[src/design/svc_pkg.sv]
// Purpose: shared constants for the parameter service channel
// Assumes: one 20 MHz clock, frames move as whole headers plus one word
// Notes: error codes and host register offsets are local choices
package svc_pkg;

  // ************************************************************
  // frame layout
  // ************************************************************
  localparam int ADDR_W = 8;
  localparam int ELEM_W = 8;
  localparam int IDENT_W = 16;
  localparam int DATA_W = 32;
  localparam int CMD_W = 3;
  localparam int ERR_CODE_W = 16;

  localparam logic [CMD_W-1:0] CMD_RD_REQ = 3'h1;
  localparam logic [CMD_W-1:0] CMD_RD_RSP = 3'h2;
  localparam logic [CMD_W-1:0] CMD_WR_REQ = 3'h3;
  localparam logic [CMD_W-1:0] CMD_WR_RSP = 3'h4;
  localparam logic FOLLOW_ON = 1'h1;
  localparam logic LAST_FRAG = 1'h0;

  // identifier: class bit, group field, number field
  localparam int ID_CLASS_BIT = 15;
  localparam int ID_GROUP_HI = 14;
  localparam int ID_GROUP_LO = 12;
  localparam int ID_NUM_HI = 11;

  // ************************************************************
  // parameter store
  // ************************************************************
  localparam int NUM_ELEM = 7;
  localparam int NUM_STORED = 6;
  localparam int NUM_PARAM = 8;
  localparam int SLOT_W = 3;
  localparam int PICK_W = 3;
  localparam int SI_NAME = 0;
  localparam int SI_ATTR = 1;
  localparam int SI_UNIT = 2;
  localparam int SI_MIN = 3;
  localparam int SI_MAX = 4;
  localparam int SI_DATA = 5;
  localparam logic [ELEM_W-1:0] ELEM_DATA_ONLY = 8'h40;
  localparam int ATTR_PROC_BIT = 0;
  localparam logic [SLOT_W-1:0] PROC_SLOT = 3'h7;
  localparam logic [DATA_W-1:0] ATTR_PROC = 32'h0000_0001;
  localparam logic [DATA_W-1:0] DEF_MAX = 32'hFFFF_FFFF;

  localparam logic [ERR_CODE_W-1:0] ERR_NONE = 16'h0000;
  localparam logic [ERR_CODE_W-1:0] ERR_NO_PARAM = 16'h1001;
  localparam logic [ERR_CODE_W-1:0] ERR_BAD_ELEM = 16'h1002;
  localparam logic [ERR_CODE_W-1:0] ERR_READ_ONLY = 16'h7002;
  localparam logic [ERR_CODE_W-1:0] ERR_RANGE = 16'h7003;
  localparam logic [ERR_CODE_W-1:0] ERR_BAD_CMD = 16'h0001;

  // ************************************************************
  // host register map
  // ************************************************************
  localparam int PADDR_W = 8;
  localparam logic [PADDR_W-1:0] OFF_CTRL = 8'h00;
  localparam logic [PADDR_W-1:0] OFF_HDR = 8'h04;
  localparam logic [PADDR_W-1:0] OFF_WDATA = 8'h08;
  localparam logic [PADDR_W-1:0] OFF_RDATA = 8'h0C;
  localparam logic [PADDR_W-1:0] OFF_RHDR = 8'h10;
  localparam logic [PADDR_W-1:0] OFF_STATUS = 8'h14;
  localparam logic [PADDR_W-1:0] OFF_ISTAT = 8'h18;
  localparam logic [PADDR_W-1:0] OFF_IMASK = 8'h1C;
  localparam int CTRL_GO_BIT = 0;
  localparam int CTRL_CMD_LO = 1;
  localparam int CTRL_MORE_BIT = 4;
  localparam int HDR_ELEM_LO = 8;
  localparam int HDR_IDENT_LO = 16;
  localparam int RHDR_MORE_BIT = 4;
  localparam int RHDR_ERR_BIT = 5;
  localparam int IRQ_W = 2;
  localparam int IRQ_RSP_BIT = 0;
  localparam int IRQ_ERR_BIT = 1;

endpackage

[src/design/svc_if.sv]
// Purpose: mailbox frame carrier between master and slave ends
// Assumes: both ends on sys_clk_in; valid/ready handshakes
// Notes: one request channel, one response channel
`timescale 1ns/100ps
interface svc_if;
  import svc_pkg::*;
  logic req_valid;
  logic req_ready;
  logic [CMD_W-1:0] req_cmd;
  logic req_more;
  logic [ADDR_W-1:0] req_addr;
  logic [ELEM_W-1:0] req_elem;
  logic [IDENT_W-1:0] req_ident;
  logic [DATA_W-1:0] req_data;
  logic rsp_valid;
  logic rsp_ready;
  logic [CMD_W-1:0] rsp_cmd;
  logic rsp_more;
  logic rsp_err;
  logic [ADDR_W-1:0] rsp_addr;
  logic [ELEM_W-1:0] rsp_elem;
  logic [IDENT_W-1:0] rsp_ident;
  logic [DATA_W-1:0] rsp_data;

  modport dev (
    input req_valid, req_cmd, req_more, req_addr, req_elem, req_ident,
    input req_data, rsp_ready,
    output req_ready, rsp_valid, rsp_cmd, rsp_more, rsp_err, rsp_addr,
    output rsp_elem, rsp_ident, rsp_data
  );
  modport host (
    output req_valid, req_cmd, req_more, req_addr, req_elem, req_ident,
    output req_data, rsp_ready,
    input req_ready, rsp_valid, rsp_cmd, rsp_more, rsp_err, rsp_addr,
    input rsp_elem, rsp_ident, rsp_data
  );
endinterface

[src/design/service_slave.sv]
// Purpose: slave end of the parameter service channel
// Assumes: own_addr_in is static; master keeps to request order
// Notes: parameter store of NUM_PARAM entries, six stored elements each
`timescale 1ns/100ps
module service_slave
  import svc_pkg::*;
#(
  parameter bit SINGLE_ELEM = 1'b0
) (
  input wire logic sys_clk_in, // 20 MHz clock
  input wire logic rst_b_in, // sync reset, active low
  svc_if.dev link, // mailbox frames
  input wire logic [ADDR_W-1:0] own_addr_in, // this slave's address
  output logic proc_start_out, // one-cycle process start
  output logic [IDENT_W-1:0] proc_ident_out // started process ident
);

  typedef enum {ST_IDLE, ST_EXEC, ST_SEND} dev_state_t;

  dev_state_t state;
  dev_state_t next_state;
  logic [CMD_W-1:0] cmd;
  logic more;
  logic [ELEM_W-1:0] elem;
  logic [IDENT_W-1:0] ident;
  logic [DATA_W-1:0] data;
  logic seg_act;
  logic [IDENT_W-1:0] seg_param;
  logic [ELEM_W-1:0] send_mask;
  logic [DATA_W-1:0] mem [NUM_PARAM][NUM_STORED];

  logic ld;
  logic [CMD_W-1:0] f_cmd;
  logic f_err;
  logic f_more;
  logic [ELEM_W-1:0] f_elem;
  logic [DATA_W-1:0] f_data;
  logic mem_we;
  logic proc_go;
  logic seg_set;
  logic seg_clr;

  // ************************************************************
  // decode
  // ************************************************************
  wire take = link.req_valid && link.req_ready;
  // only addressed mailbox frames are handled
  wire take_me = take && (link.req_addr == own_addr_in);
  wire can_load = !link.rsp_valid || link.rsp_ready;
  // mid-segment frames carry a count, so use the saved ident
  wire [IDENT_W-1:0] param_id = (cmd == CMD_WR_REQ && seg_act) ?
    seg_param : ident;
  // only standard group 0 numbers below NUM_PARAM exist
  wire class_ok = !param_id[ID_CLASS_BIT] &&
    (param_id[ID_GROUP_HI:ID_GROUP_LO] == '0);
  wire param_ok = class_ok &&
    (param_id[ID_NUM_HI:SLOT_W] == '0);
  wire [SLOT_W-1:0] slot = param_id[SLOT_W-1:0];
  // bits above the seventh element name nothing
  wire mask_bad = (elem == '0) || (elem[ELEM_W-1:NUM_ELEM] != '0);

  wire [ELEM_W-1:0] pick_src = (state == ST_SEND) ? send_mask : elem;
  wire [ELEM_W-1:0] pick_first;
  wire [PICK_W-1:0] pick_idx;
  wire [ELEM_W-1:0] pick_rest;

  elem_pick u_pick (
    .mask_in(pick_src),
    .first_out(pick_first),
    .idx_out(pick_idx),
    .rest_out(pick_rest)
  );

  // a single-element slave keeps only the lowest selection
  wire [ELEM_W-1:0] rd_mask = SINGLE_ELEM ? pick_first : elem;
  // element 1 is the identifier itself, the rest live in the store
  wire [DATA_W-1:0] elem_val = (pick_idx == '0) ?
    DATA_W'(param_id) : mem[slot][pick_idx - PICK_W'(1)];

  wire [DATA_W-1:0] p_min = mem[slot][SI_MIN];
  wire [DATA_W-1:0] p_max = mem[slot][SI_MAX];
  wire is_proc = mem[slot][SI_ATTR][ATTR_PROC_BIT];
  wire [ERR_CODE_W-1:0] rd_code = !param_ok ? ERR_NO_PARAM :
    mask_bad ? ERR_BAD_ELEM : ERR_NONE;
  // only the data value element may be written, within its limits
  wire [ERR_CODE_W-1:0] wr_code = !param_ok ? ERR_NO_PARAM :
    (elem != ELEM_DATA_ONLY) ? ERR_READ_ONLY :
    (data < p_min || data > p_max) ? ERR_RANGE : ERR_NONE;

  // ************************************************************
  // sequencer
  // ************************************************************
  always_comb begin
    ld = 1'b0;
    f_cmd = cmd;
    f_err = 1'b0;
    f_more = LAST_FRAG;
    f_elem = elem;
    f_data = '0;
    mem_we = 1'b0;
    proc_go = 1'b0;
    seg_set = 1'b0;
    seg_clr = 1'b0;
    next_state = state;
    case (state)
      ST_IDLE: begin
        // nothing leaves here until a request arrives
        if (take_me) begin
          next_state = ST_EXEC;
        end
      end
      ST_EXEC: begin
        if (can_load) begin
          case (cmd)
            CMD_RD_REQ: begin
              if (rd_code != ERR_NONE) begin
                // error flag and code in the data area
                ld = 1'b1;
                f_cmd = CMD_RD_RSP;
                f_err = 1'b1;
                f_data = DATA_W'(rd_code);
                next_state = ST_IDLE;
              end else begin
                next_state = ST_SEND;
              end
            end
            CMD_WR_REQ: begin
              next_state = ST_IDLE;
              if (more == FOLLOW_ON) begin
                // no answer to a non-final fragment
                seg_set = !seg_act;
              end else begin
                // one write response with the outcome
                seg_clr = 1'b1;
                ld = 1'b1;
                f_cmd = CMD_WR_RSP;
                f_err = (wr_code != ERR_NONE);
                f_data = DATA_W'(wr_code);
                mem_we = (wr_code == ERR_NONE);
                // start the process and answer without waiting
                proc_go = (wr_code == ERR_NONE) && is_proc;
              end
            end
            default: begin
              // echo the code with an error, store untouched
              ld = 1'b1;
              f_err = 1'b1;
              f_data = DATA_W'(ERR_BAD_CMD);
              next_state = ST_IDLE;
            end
          endcase
        end
      end
      ST_SEND: begin
        if (can_load) begin
          // read response with ident and element value
          ld = 1'b1;
          f_cmd = CMD_RD_RSP;
          f_elem = pick_first;
          f_data = elem_val;
          f_more = (pick_rest != '0) ? FOLLOW_ON : LAST_FRAG;
          if (pick_rest == '0) begin
            next_state = ST_IDLE;
          end
        end
      end
      default: begin
        next_state = ST_IDLE;
      end
    endcase
  end

  // ************************************************************
  // state and request capture
  // ************************************************************
  always_ff @(posedge sys_clk_in) begin
    if (!rst_b_in) begin
      state <= ST_IDLE;
      link.req_ready <= 1'b0;
      cmd <= '0;
      more <= 1'b0;
      elem <= '0;
      ident <= '0;
      data <= '0;
    end else begin
      state <= next_state;
      link.req_ready <= (next_state == ST_IDLE);
      if (take) begin
        cmd <= link.req_cmd;
        more <= link.req_more;
        elem <= link.req_elem;
        ident <= link.req_ident;
        data <= link.req_data;
      end
    end
  end

  always_ff @(posedge sys_clk_in) begin
    if (!rst_b_in) begin
      seg_act <= 1'b0;
      seg_param <= '0;
      send_mask <= '0;
    end else begin
      if (seg_set) begin
        seg_act <= 1'b1;
        seg_param <= ident;
      end else if (seg_clr) begin
        seg_act <= 1'b0;
      end
      // walk every element of rd_mask, one frame each
      if (state == ST_EXEC && next_state == ST_SEND) begin
        send_mask <= rd_mask;
      end else if (state == ST_SEND && can_load) begin
        send_mask <= pick_rest;
      end
    end
  end

  // ************************************************************
  // response frame
  // ************************************************************
  always_ff @(posedge sys_clk_in) begin
    if (!rst_b_in) begin
      link.rsp_valid <= 1'b0;
      link.rsp_cmd <= '0;
      link.rsp_more <= 1'b0;
      link.rsp_err <= 1'b0;
      link.rsp_addr <= '0;
      link.rsp_elem <= '0;
      link.rsp_ident <= '0;
      link.rsp_data <= '0;
    end else if (ld) begin
      link.rsp_valid <= 1'b1;
      link.rsp_cmd <= f_cmd;
      link.rsp_more <= f_more;
      link.rsp_err <= f_err;
      link.rsp_addr <= own_addr_in;
      link.rsp_elem <= f_elem;
      link.rsp_ident <= param_id;
      link.rsp_data <= f_data;
    end else if (link.rsp_ready) begin
      link.rsp_valid <= 1'b0;
    end
  end

  always_ff @(posedge sys_clk_in) begin
    if (!rst_b_in) begin
      proc_start_out <= 1'b0;
      proc_ident_out <= '0;
    end else begin
      proc_start_out <= proc_go;
      if (proc_go) begin
        proc_ident_out <= param_id;
      end
    end
  end

  // ************************************************************
  // parameter store
  // ************************************************************
  // reset contents stand in for a real table; last slot is a process
  always_ff @(posedge sys_clk_in) begin
    if (!rst_b_in) begin
      for (int p = 0; p < NUM_PARAM; p++) begin
        mem[p][SI_NAME] <= DATA_W'(p);
        mem[p][SI_ATTR] <= (SLOT_W'(p) == PROC_SLOT) ? ATTR_PROC : '0;
        mem[p][SI_UNIT] <= '0;
        mem[p][SI_MIN] <= '0;
        mem[p][SI_MAX] <= DEF_MAX;
        mem[p][SI_DATA] <= '0;
      end
    end else if (mem_we) begin
      mem[slot][SI_DATA] <= data;
    end
  end

endmodule

[src/design/elem_pick.sv]
// Purpose: pick the lowest selected element of a mask
// Assumes: combinational, any mask value
// Notes: idx_out is zero when the mask is empty
`timescale 1ns/100ps
module elem_pick
  import svc_pkg::*;
(
  input wire logic [ELEM_W-1:0] mask_in, // element selection
  output logic [ELEM_W-1:0] first_out, // lowest set bit alone
  output logic [PICK_W-1:0] idx_out, // its position
  output logic [ELEM_W-1:0] rest_out // mask without it
);
  assign first_out = mask_in & (~mask_in + ELEM_W'(1));
  assign rest_out = mask_in & ~first_out;

  always_comb begin
    idx_out = '0;
    for (int i = ELEM_W - 1; i >= 0; i--) begin
      if (mask_in[i]) begin
        idx_out = PICK_W'(i);
      end
    end
  end
endmodule

[src/flat_wrapper.sv]
// flat-port wrapper written by rule: the top's interface ports become plain ports
module service_slave_flat import svc_pkg::*;
#(
  parameter bit SINGLE_ELEM = 1'b0
)
  (sys_clk_in, rst_b_in, own_addr_in, proc_start_out, proc_ident_out, link_req_valid, link_req_cmd, link_req_more, link_req_addr, link_req_elem, link_req_ident, link_req_data, link_rsp_ready, link_req_ready, link_rsp_valid, link_rsp_cmd, link_rsp_more, link_rsp_err, link_rsp_addr, link_rsp_elem, link_rsp_ident, link_rsp_data);
  svc_if link_i ();
  input wire logic sys_clk_in;
  input wire logic rst_b_in;
  input wire logic [ADDR_W-1:0] own_addr_in;
  output logic proc_start_out;
  output logic [IDENT_W-1:0] proc_ident_out;
  input wire logic [$bits(link_i.req_valid)-1:0] link_req_valid;
  input wire logic [$bits(link_i.req_cmd)-1:0] link_req_cmd;
  input wire logic [$bits(link_i.req_more)-1:0] link_req_more;
  input wire logic [$bits(link_i.req_addr)-1:0] link_req_addr;
  input wire logic [$bits(link_i.req_elem)-1:0] link_req_elem;
  input wire logic [$bits(link_i.req_ident)-1:0] link_req_ident;
  input wire logic [$bits(link_i.req_data)-1:0] link_req_data;
  input wire logic [$bits(link_i.rsp_ready)-1:0] link_rsp_ready;
  output wire logic [$bits(link_i.req_ready)-1:0] link_req_ready;
  output wire logic [$bits(link_i.rsp_valid)-1:0] link_rsp_valid;
  output wire logic [$bits(link_i.rsp_cmd)-1:0] link_rsp_cmd;
  output wire logic [$bits(link_i.rsp_more)-1:0] link_rsp_more;
  output wire logic [$bits(link_i.rsp_err)-1:0] link_rsp_err;
  output wire logic [$bits(link_i.rsp_addr)-1:0] link_rsp_addr;
  output wire logic [$bits(link_i.rsp_elem)-1:0] link_rsp_elem;
  output wire logic [$bits(link_i.rsp_ident)-1:0] link_rsp_ident;
  output wire logic [$bits(link_i.rsp_data)-1:0] link_rsp_data;
  assign link_i.req_valid = link_req_valid;
  assign link_i.req_cmd = link_req_cmd;
  assign link_i.req_more = link_req_more;
  assign link_i.req_addr = link_req_addr;
  assign link_i.req_elem = link_req_elem;
  assign link_i.req_ident = link_req_ident;
  assign link_i.req_data = link_req_data;
  assign link_i.rsp_ready = link_rsp_ready;
  assign link_req_ready = link_i.req_ready;
  assign link_rsp_valid = link_i.rsp_valid;
  assign link_rsp_cmd = link_i.rsp_cmd;
  assign link_rsp_more = link_i.rsp_more;
  assign link_rsp_err = link_i.rsp_err;
  assign link_rsp_addr = link_i.rsp_addr;
  assign link_rsp_elem = link_i.rsp_elem;
  assign link_rsp_ident = link_i.rsp_ident;
  assign link_rsp_data = link_i.rsp_data;
  service_slave #(.SINGLE_ELEM(SINGLE_ELEM)) u_core (.sys_clk_in(sys_clk_in), .rst_b_in(rst_b_in), .link(link_i), .own_addr_in(own_addr_in), .proc_start_out(proc_start_out), .proc_ident_out(proc_ident_out));
endmodule
[config.mk]
export PLATFORM = sky130hd
export DESIGN_NAME = service_slave_flat
export DESIGN_NICKNAME = d
export VERILOG_FILES = /design/src/design/svc_pkg.sv /design/src/design/svc_if.sv /design/src/design/service_slave.sv /design/src/design/elem_pick.sv /design/src/flat_wrapper.sv
export SDC_FILE = /design/constraint.sdc
export NUM_CORES = 1
export LEC_CHECK = 0
export BUFFER_PORTS_ARGS = -buffer_cell sky130_fd_sc_hd__buf_4
export CAP_MARGIN = 20
export CORE_UTILIZATION = 40
export CTS_BUF_LIST = sky130_fd_sc_hd__clkbuf_8
export DETAILED_ROUTE_END_ITERATION = 10
export GPL_TIMING_DRIVEN = 1
export PLACE_DENSITY = 0.66
export SLEW_MARGIN = 20
export SYNTH_ARGS = -nofsm -noshare
export SYNTH_HDL_FRONTEND = slang
export SYNTH_HIERARCHICAL = 1
export SYNTH_SLANG_ARGS = --single-unit
export TNS_END_PERCENT = 30
[constraint.sdc]
create_clock -name sys_clk_in -period 5.5 [get_ports sys_clk_in]
set_clock_uncertainty 0.15 [all_clocks]
set_input_delay 0.825 -clock sys_clk_in [delete_from_list [all_inputs] [get_ports sys_clk_in]]
set_output_delay 0.825 -clock sys_clk_in [all_outputs]
set_load 0.02 [all_outputs]
# After elaboration in Yosys (flattened, before gate mapping)
# Memories as Yosys holds them, arrays and structs flattened.
# Cells that the tools add are included.
# totals
ramBits,288
out_inout_bits,88
memories,1
register_bits,205
elab_cells,150
# op_classes
mux,81
n_reduce_logical,29
n_bitwise,5
order_cmp,3
eq_ne,9
n_addsub,2
# mem_list
name,words,word_bits,rd,rd_clocked_by_memory_dff,wr,line,source
u_core.mem,8,36,1,0,8,service_slave.sv:30,logic [DATA_W-1:0] mem [NUM_PARAM][NUM_STORED];
# ops
cell,n
2-to-1 mux 32 bit,9
case mux 32 bit (2 select lines),2
binary-select mux 32 bit (select 3 bit),1
2-to-1 mux 16 bit,6
case mux 32 bit (3 select lines),1
"== test 32 x 2 -> 1 bit, second input constant",2
"== test 32 x 3 -> 1 bit, second input constant",2
zero test 32 bit,2
2-to-1 mux 8 bit,5
2-to-1 mux 3 bit,13
2-to-1 mux 36 bit,1
OR reduction 36 bit,1
2-to-1 mux 1 bit,33
"== test 32 x 1 -> 1 bit, second input constant",1
"> comparator 32 bit, second input constant",1
"less-than comparator 32 bit, second input constant",1
nonzero test 16 bit,2
AND 8 bit,2
zero test 16 bit,1
zero test 8 bit,2
inverter 8 bit,2
2-to-1 mux 15 bit,1
2-to-1 mux 13 bit,1
case mux 3 bit (2 select lines),2
other kinds (17),35

# Depth between registers and ports, before layout
# logic_depth
word_depth,18
depth_mapped,17
mapped_depth_nobuf,14

# By module
# The synthesis kept the hierarchy.
# modules_own_cells
module,area_per_inst_um2,cells_per_inst,seq_area_each_um2,instances
service_slave,19416.1,1701,11791.3,1
elem_pick,219.0,35,0.0,1

# Least setup slack after synthesis
# OpenSTA, ideal clock, no wires.
# synth_path
path_kind,register to register
start,reg u_core.state[3]
end,reg u_core.link.rsp_data[15]
required_ns,5.280
arrival_time_ns,3.653
period_less_slack_ns,3.873
path_slack_ns,1.627
stages_incl_launch_ff,18
cell_sequence,dfxtp_1 > nor4_1 > nand4_1 > nor3_1 > clkbuf_1 > mux2_2 > buf_6 > nor2_1 > o21ai_0 > o21bai_1 > inv_1 > ha_1 > nand2b_1 > mux2i_1 > and3_1 > clkbuf_1 > o21ai_0 > a21oi_1
# synth_via
elab_cells_between_ends,22
cone_classes,add/sub: 1; eq/ne: 3; mux: 16; bitwise: 1; reduce/logical: 1
# synth_rtl
item,line,source
from (decl),service_slave.sv:20,dev_state_t state;
from (signal assigned),service_slave.sv:186,state <= next_state;
== test 32 x 3 -> 1 bit *,service_slave.sv:62,wire [ELEM_W-1:0] pick_src = (state == ST_SEND) ? send_mask : elem;
2-to-1 mux 8 bit *,service_slave.sv:62,
net u_core.pick_src[0],service_slave.sv:62,
2-to-1 mux 3 bit *,elem_pick.sv:19,if (mask_in[i]) begin
net u_core.pick_idx[0],service_slave.sv:64,wire [PICK_W-1:0] pick_idx;
subtractor 3 x 1 -> 3 bit,service_slave.sv:78,DATA_W'(param_id) : mem[slot][pick_idx - PICK_W'(1)];
inverter 3 -> 4 bit (not written as such),service_slave.sv:78,
binary-select mux 32 bit (select 3 bit),service_slave.sv:78,
2-to-1 mux 32 bit (not written as such) (2 in series),service_slave.sv:78,
2-to-1 mux 32 bit *,service_slave.sv:77,wire [DATA_W-1:0] elem_val = (pick_idx == '0) ?
2-to-1 mux 32 bit *,service_slave.sv:155,if (can_load) begin
case mux 32 bit (2 select lines) *,service_slave.sv:105,case (state)
to (signal assigned),service_slave.sv:240,link.rsp_data <= f_data;
to (decl),svc_if.sv:29,"output rsp_elem, rsp_ident, rsp_data"
# Mark *: on every way through the listed nets, which the timed path passes. The rest lies on a longest branch. The select of a mux whose other input is x is not followed.
# A chain may end at the register's enable or synchronous reset.

# Worst setup path after layout
# layout_path
start,reg u_core.state[3]
end,reg u_core.link.rsp_data[12]
# Same word-level chain as after synthesis.

==> results.py <==
metrics = {
    "cells_and_area": {
        "drive_gt1_share_pct": 20.9,
        "diodes": 0,
        "fin_area_um2": 23100,
        "final-instance-count-excl-fill": 2598,
        "layout_commonest_cell": "edfxtp_1",
        "utilization_pct": 48.0,
        "area_growth_pct": 17.5,
        "final_cell_mix": "256 x edfxtp_1, 236 x nand2_1, 205 x dfxtp_1",
        "fin_nets": 2001,
    },
    "cts": {
        "cts_buffers": 79,
        "cts_tree": "built",
        "clkTransAtPathRegs_ns": 0.06,
        "cts_repair_resize_count": 0,
        "htree_levels": 3,
        "hold_buffers": 0,
        "clock-sinks": 461,
        "root_buffer": "clkbuf_8",
        "clock_latency_ns": 0.65,
        "postCtsSetupRepairBufs": 0,
        "clock_tree.buffer_depth": 3,
    },
    "die": {
        "fp.dieW_um": 224,
        "die-area_um2": 50000,
        "die_y_um": 224,
        "coreArea_um2": 48000,
        "initial_core_util_pct": 40.9,
        "row_count": 80,
        "pin_count": 168,
    },
    "yosys": {
        "synth-seq-cells": 461,
        "syn_area_um2": 19600,
        "synthFlopType": "edfxtp_1",
        "synth_top_cell_area_share_pct": 39.2,
        "ys_seq_area_share_pct": 60.1,
        "synth_cell_types": 58,
        "yosysWarnings": 6,
        "async_reset_ff_share_pct": 0,
        "synth_area_leaders": "edfxtp_1 39%, dfxtp_1 21%, and2_1 4.7%, nand2_1 4.5%, and3_1 4.3%",
        "synth_area_leader_cell": "edfxtp_1",
        "postSynthAreaPerCell_um2": 11.3,
        "synthCells": 1736,
        "synth_edf_count": 256,
    },
    "timing": {
        "rsz0062_at_grt": "false",
        "finalCritPeriodShare_pct": 79.8,
        "timing.hold.ws_ns": 0.267,
        "tns_ns": 0,
        "min_period_ns": 4.39,
        "final_hold_viol_count": 0,
        "worst_pin_slew_ns": 1.06,
        "slew_headroom_pct": 29.2,
        "slew_violations": 0,
        "finalSetupViolations": 0,
        "clock.fmax_mhz": 228,
    },
    "placed_design": {
        "post-place-cells": 2453,
        "port_buffers": 167,
        "post_dp_cell_area_um2": 21500,
        "place.detailed.hpwl_um": 32200,
        "place.gp.congestion": 0.874,
    },
    "drt": {
        "wirelength_um": 51800,
        "drt-pass1-iter-count": 5,
        "vias": 14000,
        "wire_per_inst_um": 20.0,
        "post-route-drc-count": 0,
        "detail-route-antenna-nets": 0,
        "drt_iter0_drc": 1023,
        "via_per_inst": 5.39,
    },
    "power": {
        "p_leak_nw": 8.90,
        "p_per_area_nw_per_um2": 317,
        "ir_drop_mv": 0.132,
    },
    "global_route": {
        "grt_max_degree": 89,
        "grt_pass1_wl_um": 80200,
        "antenna_found_initial": 0,
        "grt_pass1_vias": 14100,
        "groute.usage.overall_pct": 20.8,
        "globalRoute.totalOverflow": 0,
    },
    "critical_path": {
        "cp_common_cell": "buf_4",
        "endpoint_kind": "flop",
        "path_cells": "nor4_1, nand4_1, nor3_1, buf_4, mux2_2, nor2_1, o21ai_0, o21bai_2, buf_4, inv_1, ha_1, nand2b_1, mux2i_1, and3_1, buf_4, o211ai_1, a31oi_1",
        "crit_fanout": 34,
        "start_kind": "flop",
        "worstPathRequired_ns": 5.93,
        "crit_path_max_incr_delay_ns": 0.47,
        "cp.arrival_ns": 4.81,
        "crit_type": "reg2reg",
        "crit_path_top_delay_cell": "nor4_1",
    },
    "outcome": {
        "status": "completed",
    },
    "flow_run": {
        "maxCapViolations": 0,
    },
    "worst_hold_path": {
        "hold_class": "in2reg",
    },
}
## registers in the layout (all words and copies together) (netlist names), 3 cells and up
name and count:
u_core/proc_ident_out 16, u_core/cmd 3, u_core/link.rsp_cmd 3, u_core/ident 16, u_core/link.rsp_elem 8, u_core/data 32
u_core/mem 256, u_core/seg_param 16, u_core/link.rsp_addr 8, u_core/link.rsp_data 32, u_core/state 32, u_core/send_mask 8
u_core/link.rsp_ident 16, u_core/elem 8
## cell families after synthesis
logic type / share of synthesized area [%]
adder cells (fa/ha/maj): 0.127
multiplexers: 8.23
flip-flops: 60.1
other: 0.0382
AO/OA/AOI/OAI: 8.46
XOR/XNOR: 0.401
AND/OR/NAND/NOR: 19.4
buffers and inverters: 3.29
## per-layer routing
layer  vias up  global-route usage, %  part of all wire (%)
li1       6587                      -                     -
met1      6873                   27.1                    43
met2       479                   34.6                    48
met3        75                   3.93                   6.6
met4         0                   7.27                   1.8
met5         -                      0                     0
## through the flow
stage | setup WS [ns] | power, mW
finish | 1.11 | 7.32
global route | 0.657 | 7.61
CTS | 1.16 | 7.41
detailed placement | 1.15 | 4.35
global placement | 1.24 | 4.34
floorplan | 1.63 | 4.15
## layout make-up
cell class	instances	area [µm²]
repair buffers	204	1530
flip-flops and latches	461	11800
fillers	4360	25000
clock inverters	59	375
well taps	615	769
multi-input cells	1166	7400
clock buffers	86	1180
inverters	7	28.8
## worst paths after layout
kind                                               from                  endpoint  slack [ns]  cells after the start
worst min register to register  u_core/link.rsp_addr[5]   u_core/link.rsp_addr[5]        0.30                      2
worst min-delay path                  link_req_data[16]           u_core/data[16]        0.27                      3
worst max register to register          u_core/state[3]  u_core/link.rsp_data[12]        1.11                     17
worst max-delay path                    u_core/state[3]  u_core/link.rsp_data[12]        1.11                     17
## cells in the mapped netlist (all sizes together), types with 13 or more instances
cell type    n
a211oi      25
a21oi      125
a221oi      25
and2       150
and3       135
buf         49
clkbuf      82
dfxtp      205
edfxtp     256
mux2        28
mux2i       49
mux4        36
nand2      237
nand2b      13
nor2       125
nor3        20
nor4        23
o21ai       48
## report_power, final
part,switching [mW],internal [mW],total (mW)
Combinational,0.281,0.173,0.455
Clock,1.40,1.64,3.05
Sequential,0.0662,3.76,3.82
## critical path: cells and delay by family (launching register included)
| family | cells | cell delay, ns |
|---|---|---|
| simple gates | 6 | 1.28 |
| flops | 1 | 0.29 |
| buf+inv | 4 | 1.15 |
| compound gates | 4 | 0.62 |
| mux | 2 | 0.55 |
| fa+ha+maj | 1 | 0.26 |
Note: power is estimated with default switching activity, not from simulation.
